## config.mk

```make
export PLATFORM = sky130hd
export DESIGN_NAME = pwsl_top
export DESIGN_NICKNAME = d
export VERILOG_FILES = /design/src/hw/pwsl_pkg.sv /design/src/hw/pwsl_sync.sv /design/src/hw/pwsl_top.sv
export VERILOG_INCLUDE_DIRS = /design/src /design/src/hw
export SDC_FILE = /design/constraint.sdc
export NUM_CORES = 1
export LEC_CHECK = 0
export BUFFER_PORTS_ARGS = -buffer_cell sky130_fd_sc_hd__buf_2
export CORE_MARGIN = 4
export CORE_UTILIZATION = 50
export DETAILED_ROUTE_END_ITERATION = 8
export HOLD_SLACK_MARGIN = 0.06
export PLACE_DENSITY = 0.66
export RECOVER_POWER = 100
export SETUP_SLACK_MARGIN = 0.5
export SYNTH_ARGS = -nofsm -noshare
export SYNTH_HDL_FRONTEND = slang
export SYNTH_SLANG_ARGS = --single-unit
```

## constraint.sdc

```tcl
create_clock -name ref_clk_i -period 3.3 [get_ports ref_clk_i]
set_input_delay 0.825 -clock ref_clk_i [delete_from_list [all_inputs] [get_ports ref_clk_i]]
set_output_delay 0.825 -clock ref_clk_i [all_outputs]
set_load 0.005 [all_outputs]
```

## src/hw/pwsl_defs.svh

```systemverilog
/*
 * constants of the pulse width serial loader: setting width, field split,
 * reset values and timing counts.
 * assumes the includer runs on a 20 MHz core clock.
 */
`ifndef PWSL_DEFS_SVH
`define PWSL_DEFS_SVH

`define PWSL_SET_W 22
`define PWSL_FINE_W 6
`define PWSL_COARSE_W 16
`define PWSL_SET_RST 22'h000000
`define PWSL_CLK_NS 50
// high-z release after enable low, longest time, rounded down, at least one cycle
`define PWSL_TEX_NS 20
`define PWSL_TEX_CYC ((`PWSL_TEX_NS / `PWSL_CLK_NS) < 1 ? 1 : (`PWSL_TEX_NS / `PWSL_CLK_NS))
// fine cell step in fine counts per core cycle
`define PWSL_FINE_STEP 1

`endif

```

## src/hw/pwsl_pkg.sv

```systemverilog
/*
 * types of the pulse width serial loader.
 * assumes pwsl_defs.svh is on the include path.
 */
`include "pwsl_defs.svh"
package pwsl_pkg;
    typedef enum logic [1:0] {
        PWSL_IDLE,
        PWSL_COARSE,
        PWSL_FINE,
        PWSL_RECOVER
    } pwsl_pstate_t;
endpackage

```

## src/hw/pwsl_sync.sv

```systemverilog
/*
 * two flip-flop synchroniser for one pin, with a registered previous value
 * for edge finding.
 * assumes the input is asynchronous to clk_i.
 */
`timescale 1ns/1ps
module pwsl_sync (
    input wire logic clk_i,
    input wire logic arst_n_i,
    input wire logic pin_i,
    output logic level_o,
    output logic prev_o
);
    logic meta_q;
    logic sync_q;
    logic prev_q;

    // first stage is read only by the second
    always_ff @(posedge clk_i or negedge arst_n_i) begin
        if (!arst_n_i) begin
            meta_q <= 1'b0;
            sync_q <= 1'b0;
            prev_q <= 1'b0;
        end else begin
            meta_q <= pin_i;
            sync_q <= meta_q;
            prev_q <= sync_q;
        end
    end

    assign level_o = sync_q;
    assign prev_o = prev_q;
endmodule

```

## src/hw/pwsl_top.sv

```systemverilog
/*
 * pulse width serial loader: serial load of a 22-bit width setting with
 * daisy-chain output, and the digital pulse timer that uses the setting.
 * assumes all pins are asynchronous to ref_clk_i; serial clock well below 5 MHz.
 */
// Functional notes
// - enable high: shift in msb first on clock rise
// - enable fall commits setting for next trigger
// - shifting allowed during pulse, setting held
// - old register contents leave on serial out
// - serial out driven only while enable high
// - trigger rise starts pulse, retrigger ignored
// - abort ends active pulse early
// - low 6 bits fine, high 16 coarse
`timescale 1ns/1ps
`include "pwsl_defs.svh"
module pwsl_top (
    input wire logic ref_clk_i,
    input wire logic arst_n_i,
    input wire logic address_latch_enable_i,
    input wire logic serial_clock_i,
    input wire logic serial_data_in_i,
    input wire logic pulse_start_input_i,
    input wire logic pulse_abort_input_i,
    output logic serial_data_out_o,
    output logic serial_data_out_oe_o,
    output logic pulse_line_o,
    output logic pulse_line_inverted_o
);
    // ----------------------------------------------------------------
    // pin synchronisers
    // ----------------------------------------------------------------
    logic ale_s;
    logic ale_p;
    logic sck_s;
    logic sck_p;
    logic sdi_p;
    logic trg_s;
    logic trg_p;
    logic abt_s;

    // every pin passes two stages before any logic reads it
    pwsl_sync u_ale (
        .clk_i(ref_clk_i),
        .arst_n_i(arst_n_i),
        .pin_i(address_latch_enable_i),
        .level_o(ale_s),
        .prev_o(ale_p)
    );

    pwsl_sync u_sck (
        .clk_i(ref_clk_i),
        .arst_n_i(arst_n_i),
        .pin_i(serial_clock_i),
        .level_o(sck_s),
        .prev_o(sck_p)
    );

    // data is taken one stage behind the clock, so the bit that stood
    // before the clock rose is the one shifted in
    pwsl_sync u_sdi (
        .clk_i(ref_clk_i),
        .arst_n_i(arst_n_i),
        .pin_i(serial_data_in_i),
        .level_o(),
        .prev_o(sdi_p)
    );

    pwsl_sync u_trg (
        .clk_i(ref_clk_i),
        .arst_n_i(arst_n_i),
        .pin_i(pulse_start_input_i),
        .level_o(trg_s),
        .prev_o(trg_p)
    );

    // abort is a level, so its delayed copy is not needed
    pwsl_sync u_abt (
        .clk_i(ref_clk_i),
        .arst_n_i(arst_n_i),
        .pin_i(pulse_abort_input_i),
        .level_o(abt_s),
        .prev_o()
    );

    // ----------------------------------------------------------------
    // state
    // ----------------------------------------------------------------
    typedef struct packed {
        logic [`PWSL_SET_W-1:0] shift;
        logic [`PWSL_SET_W-1:0] active;
        logic sdo;
        logic sdo_oe;
        logic pulse;
        logic pulse_n;
        logic [`PWSL_COARSE_W-1:0] coarse_cnt;
        logic [`PWSL_FINE_W-1:0] fine_cnt;
        pwsl_pkg::pwsl_pstate_t pst;
    } pwsl_state_t;

    pwsl_state_t st_q;
    pwsl_state_t st_d;

    // ----------------------------------------------------------------
    // edge detection
    // ----------------------------------------------------------------
    logic sck_rise;
    logic sck_fall;
    logic ale_fall;
    logic trg_rise;

    assign sck_rise = sck_s & ~sck_p;
    assign sck_fall = ~sck_s & sck_p;
    assign ale_fall = ~ale_s & ale_p;
    assign trg_rise = trg_s & ~trg_p;

    // ----------------------------------------------------------------
    // next state
    // ----------------------------------------------------------------
    always_comb begin
        st_d = st_q;
        // data is sampled on the synchronised clock rise; data passes three stages,
        // one more than the clock, so the bit that stood before the rise is taken
        if (ale_s && sck_rise) begin
            st_d.shift = {st_q.shift[`PWSL_SET_W-2:0], sdi_p};
        end

        // the chain bit changes after the rising edge, so the next device
        // samples a stable bit on its own next rise
        if (ale_s) begin
            st_d.sdo_oe = 1'b1;
            if (sck_rise) begin
                st_d.sdo = st_q.shift[`PWSL_SET_W-2];
            end else if (!sck_fall && !ale_p) begin
                st_d.sdo = st_q.shift[`PWSL_SET_W-1];
            end
        end else begin
            st_d.sdo_oe = 1'b0;
            st_d.sdo = 1'b0;
        end

        // commit only on the enable fall; a running pulse keeps its count
        if (ale_fall) begin
            st_d.active = st_q.shift;
        end

        // pulse timer: coarse count first, then fine; abort cuts either
        case (st_q.pst)
            pwsl_pkg::PWSL_IDLE: begin
                if (trg_rise && !abt_s) begin
                    st_d.pulse = 1'b1;
                    st_d.pulse_n = 1'b0;
                    st_d.coarse_cnt = st_q.active[`PWSL_SET_W-1:`PWSL_FINE_W];
                    st_d.fine_cnt = st_q.active[`PWSL_FINE_W-1:0];
                    st_d.pst = pwsl_pkg::PWSL_COARSE;
                end
            end
            pwsl_pkg::PWSL_COARSE: begin
                // trigger edges here are ignored
                if (abt_s) begin
                    st_d.pst = pwsl_pkg::PWSL_RECOVER;
                end else if (st_q.coarse_cnt == `PWSL_COARSE_W'h0000) begin
                    st_d.pst = pwsl_pkg::PWSL_FINE;
                end else begin
                    st_d.coarse_cnt = st_q.coarse_cnt - `PWSL_COARSE_W'h0001;
                end
            end
            pwsl_pkg::PWSL_FINE: begin
                if (abt_s || st_q.fine_cnt == `PWSL_FINE_W'h00) begin
                    st_d.pst = pwsl_pkg::PWSL_RECOVER;
                end else begin
                    st_d.fine_cnt = st_q.fine_cnt - `PWSL_FINE_W'(`PWSL_FINE_STEP);
                end
            end
            pwsl_pkg::PWSL_RECOVER: begin
                // one cycle low before the next trigger is recognised
                st_d.pulse = 1'b0;
                st_d.pulse_n = 1'b1;
                st_d.pst = pwsl_pkg::PWSL_IDLE;
            end
            default: begin
                st_d.pst = pwsl_pkg::PWSL_IDLE;
            end
        endcase
        if (st_d.pst == pwsl_pkg::PWSL_RECOVER) begin
            st_d.pulse = 1'b0;
            st_d.pulse_n = 1'b1;
        end
    end

    // ----------------------------------------------------------------
    // registers
    // ----------------------------------------------------------------
    always_ff @(posedge ref_clk_i or negedge arst_n_i) begin
        if (!arst_n_i) begin
            st_q.shift <= `PWSL_SET_RST;
            st_q.active <= `PWSL_SET_RST;
            st_q.sdo <= 1'b0;
            st_q.sdo_oe <= 1'b0;
            st_q.pulse <= 1'b0;
            st_q.pulse_n <= 1'b1;
            st_q.coarse_cnt <= `PWSL_COARSE_W'h0000;
            st_q.fine_cnt <= `PWSL_FINE_W'h00;
            st_q.pst <= pwsl_pkg::PWSL_IDLE;
        end else begin
            st_q <= st_d;
        end
    end

    // ----------------------------------------------------------------
    // outputs
    // ----------------------------------------------------------------
    assign serial_data_out_o = st_q.sdo;
    assign serial_data_out_oe_o = st_q.sdo_oe;
    assign pulse_line_o = st_q.pulse;
    assign pulse_line_inverted_o = st_q.pulse_n;
endmodule

```

==> run_results.csv <==
group,metric,value,unit
clocking,clk_latency,350,ps
yosys,netlist_area,3685,sq um
pwr,fin_total_pwr,3405,uW
yosys,async_flop_share,1.000,
floorplanning,boundaryPins,11,
sta,tightest_slew,2006,ps
clocking,ctsRootBufferMaster,"clkbuf_8",
clocking,post_cts_resized,0,
detailed_routing,vias,2456,
global_route,grt_pass1_wl,11920,microns
floorplanning,die_height,93.85,microns
critical_path,worstPathMaxFanout,6,
yosys,synth_fp_nets,325,
yosys,synth_ff_type,"dfrtp_1",
layout,drive_above_1_share,0.2319,
critical_path,arrival,2930,ps
global_route,grt_pass1_vias,2450,
sta,skew,10.09,ps
detailed_routing,routed_wl,6965,microns
yosys,yosysTopAreaCell,"dfrtp_1",
clocking,numCtsBuffers,9,
global_route,antenna_found_initial,0,
layout,fin_nets,336,
place,place.detailed.hpwl,4596,microns
critical_path,crit_type,"reg -> reg",
yosys,synth_area_leaders,"dfrtp_1 (57%), mux2_2 (13%), o21ai_0 (3.1%), nor2_1 (2.8%), a21oi_1 (2.4%)",
global_route,grt_max_degree,86,
critical_path,worstPathRequired,3580,ps
layout,syn2layout_area_growth,9.542,%
global_route,grt_use_total,0.1743,
critical_path,cp-start-kind,"flop",
detailed_routing,wl_per_cell,16.16,microns
global_route,grt_overflow,0,
floorplanning,die_area,8807,sq um
sta,min_period,2657,ps
min_path,min_path_cells,0,
pwr,power_density,843.6,nW/um^2
critical_path,ff2ff_setup_slack,640,ps
yosys,synth.avg_cell_area,11.66,sq um
sta,hold_viol_final,0,
yosys,yosys_warnings,0,
clocking,cts_tree,"yes",
critical_path,rr_startpoint,"st_q[2]",
sta,final.setup.tns,0,ps
layout,fill_cells,626,
sta,worst_slack,643.3,ps
sta,maxSlewViolCount,86,
floorplanning,fp.dieW,93.85,microns
min_path,hold_path.startpoint,"u_ale.meta_q",
yosys,synthDistinctLibCells,48,
detailed_routing,firstDrtPassIters,4,
place,portBuffers,10,
critical_path,rr_endpoint,"st_q[5]",
clocking,hold_buffers,0,
place,place_ws,1024,ps
layout,n_antenna_cell,0,
yosys,synth_seq_area_share,0.5776,
layout,finalNonFillerCells,431,
place,post-place-cells,415,
detailed_routing,ant_nets,0,
clocking,cts_buffer_depth,2,
flow_run,maxCapViolations,1,
layout,stdcell_area,4036,sq um
yosys,synth_seq_cells,85,
critical_path,crit_path_end_kind,"flop",
sta,relSlewSlack,-0.3374,
critical_path,rr_worst_depth,7,
outcome,violations,"max-capacitance violations, max-slew violations",
yosys,yosysMostFrequentCell,"dfrtp_1",
clocking,cts_setup_buffers,0,
place,placed_area,3829,sq um
sta,period_share,0.8050,
yosys,synth_cells,316,
sta,fmax,376.4,MHz
clocking,clock_sinks,85,
min_path,min_to,"u_ale.level_o",
floorplanning,start_util,0.5108,
sta,rsz0062_at_grt,"no",
yosys,synth_top_cells_by_count,"dfrtp_1 (84), mux2_2 (44), nor2_1 (27)",
detailed_routing,via_per_inst,5.698,
floorplanning,core-area,7214,sq um
detailed_routing,drc,0,
sta,setup_viol,0,
place,place_congestion,0.8045,
clocking,clkSlewWorstSetupHoldPaths,90,ps
outcome,outcome,"finished, violations left",
pwr,ir_drop,349.9,uV
yosys,synth_top_area_frac,0.5705,
min_path,hp-class,"reg -> reg",
floorplanning,num_rows,31,
pwr,p_leak,0.001815,uW
clocking,htreeDepth,3,
yosys,synth_edf_count,0,
detailed_routing,drt-initial-drc-count,133,
-- metal layers --
metal	share of wire	up-vias	track usage	routed length, microns
met5	0	-	0	0
met4	0.018	0	0.07942	125
met1	0.49	1204	0.2512	3405
li1	-	1175	-	-
met2	0.45	64	0.2484	3128
met3	0.044	13	0.04247	305
-- flip-flops by register name (all words and copies together) (netlist names) --
signal	cells
st_q	68
pulse_line_inverted_o	1
pulse_line_o	1
serial_data_out_o	1
serial_data_out_oe_o	1
u_abt.level_o	1
u_abt.meta_q	1
u_ale.level_o	1
u_ale.meta_q	1
u_sck.level_o	1
u_sck.meta_q	1
u_sck.prev_o	1
u_sdi.level_o	1
u_sdi.meta_q	1
u_sdi.prev_o	1
u_trg.level_o	1
u_trg.meta_q	1
u_trg.prev_o	1
-- cell families after synthesis --
kind of cell / synth area share
multiplexers: 0.1345
AO/OA/AOI/OAI: 0.1470
AND/OR/NAND/NOR: 0.1063
adder cells (fa/ha/maj): 0.006790
buffers and inverters: 0.02784
flip-flops: 0.5776
-- power breakdown --
| part | total, uW | leakage [uW] | internal [uW] | switching, uW |
|---|---|---|---|---|
| combinational | 1090 | 0.000589 | 441 | 652 |
| sequential | 1490 | 0.00111 | 1270 | 216 |
| clock | 826 | 0.000116 | 437 | 389 |
-- cell usage in the layout, fill, tap and decap left out, drive strengths merged, types with 8 or more instances in the layout --
| master | netlist | layout |
|---|---|---|
| clkbuf | 9 | 12 |
| a21oi | 19 | 19 |
| inv | 10 | 13 |
| dfrtp | 84 | 84 |
| o21ai | 40 | 40 |
| nand2 | 8 | 8 |
| nor2 | 28 | 28 |
| mux2 | 44 | 44 |
| buf | 5 | 11 |
| nor3 | 10 | 10 |
-- per-stage QoR --
| step | hold slack [ps] | util |
|---|---|---|
| 2_1_floorplan | 331.2 | - |
| 3_3_place_gp | 334.0 | 0.5307 |
| 3_5_place_dp | 334.7 | 0.5307 |
| 4_1_cts | 354.9 | 0.5621 |
| 5_1_grt | 374.2 | 0.5595 |
| 6_report | 352.6 | 0.5595 |
-- final cells by class --
type                       count  area (sq um)  area share
clock inverter                 7         102.6     0.02542
timing repair buffer          14         72.57     0.01798
tap                           99         123.9     0.03069
inverter                      10         37.54    0.009299
multi-input combinational    207          1448      0.3586
clock buffer                   9         123.9     0.03069
sequential                    85          2128      0.5273
-- how the worst max path moves through the flow --
stage	cells past startpoint	startpoint	slack, ps	end
after CTS	7	st_q[9]	1000	st_q[8]
after floorplan	7	st_q[9]	1280	st_q[18]
after detailed placement	7	st_q[9]	1020	st_q[8]
after global routing	7	st_q[2]	410	st_q[5]
final	7	st_q[2]	640	st_q[5]
after global placement	7	st_q[9]	1100	st_q[8]
-- worst max-delay path, cell delays in order (launching register included) --
cell	delay, ps
dfrtp_1	410
inv_1	90
ha_1	180
or4b_2	620
o21ai_0	520
o21ai_0	410
o21ai_0	200
o2bb2ai_1	150
(Power assumes the default switching activity.)
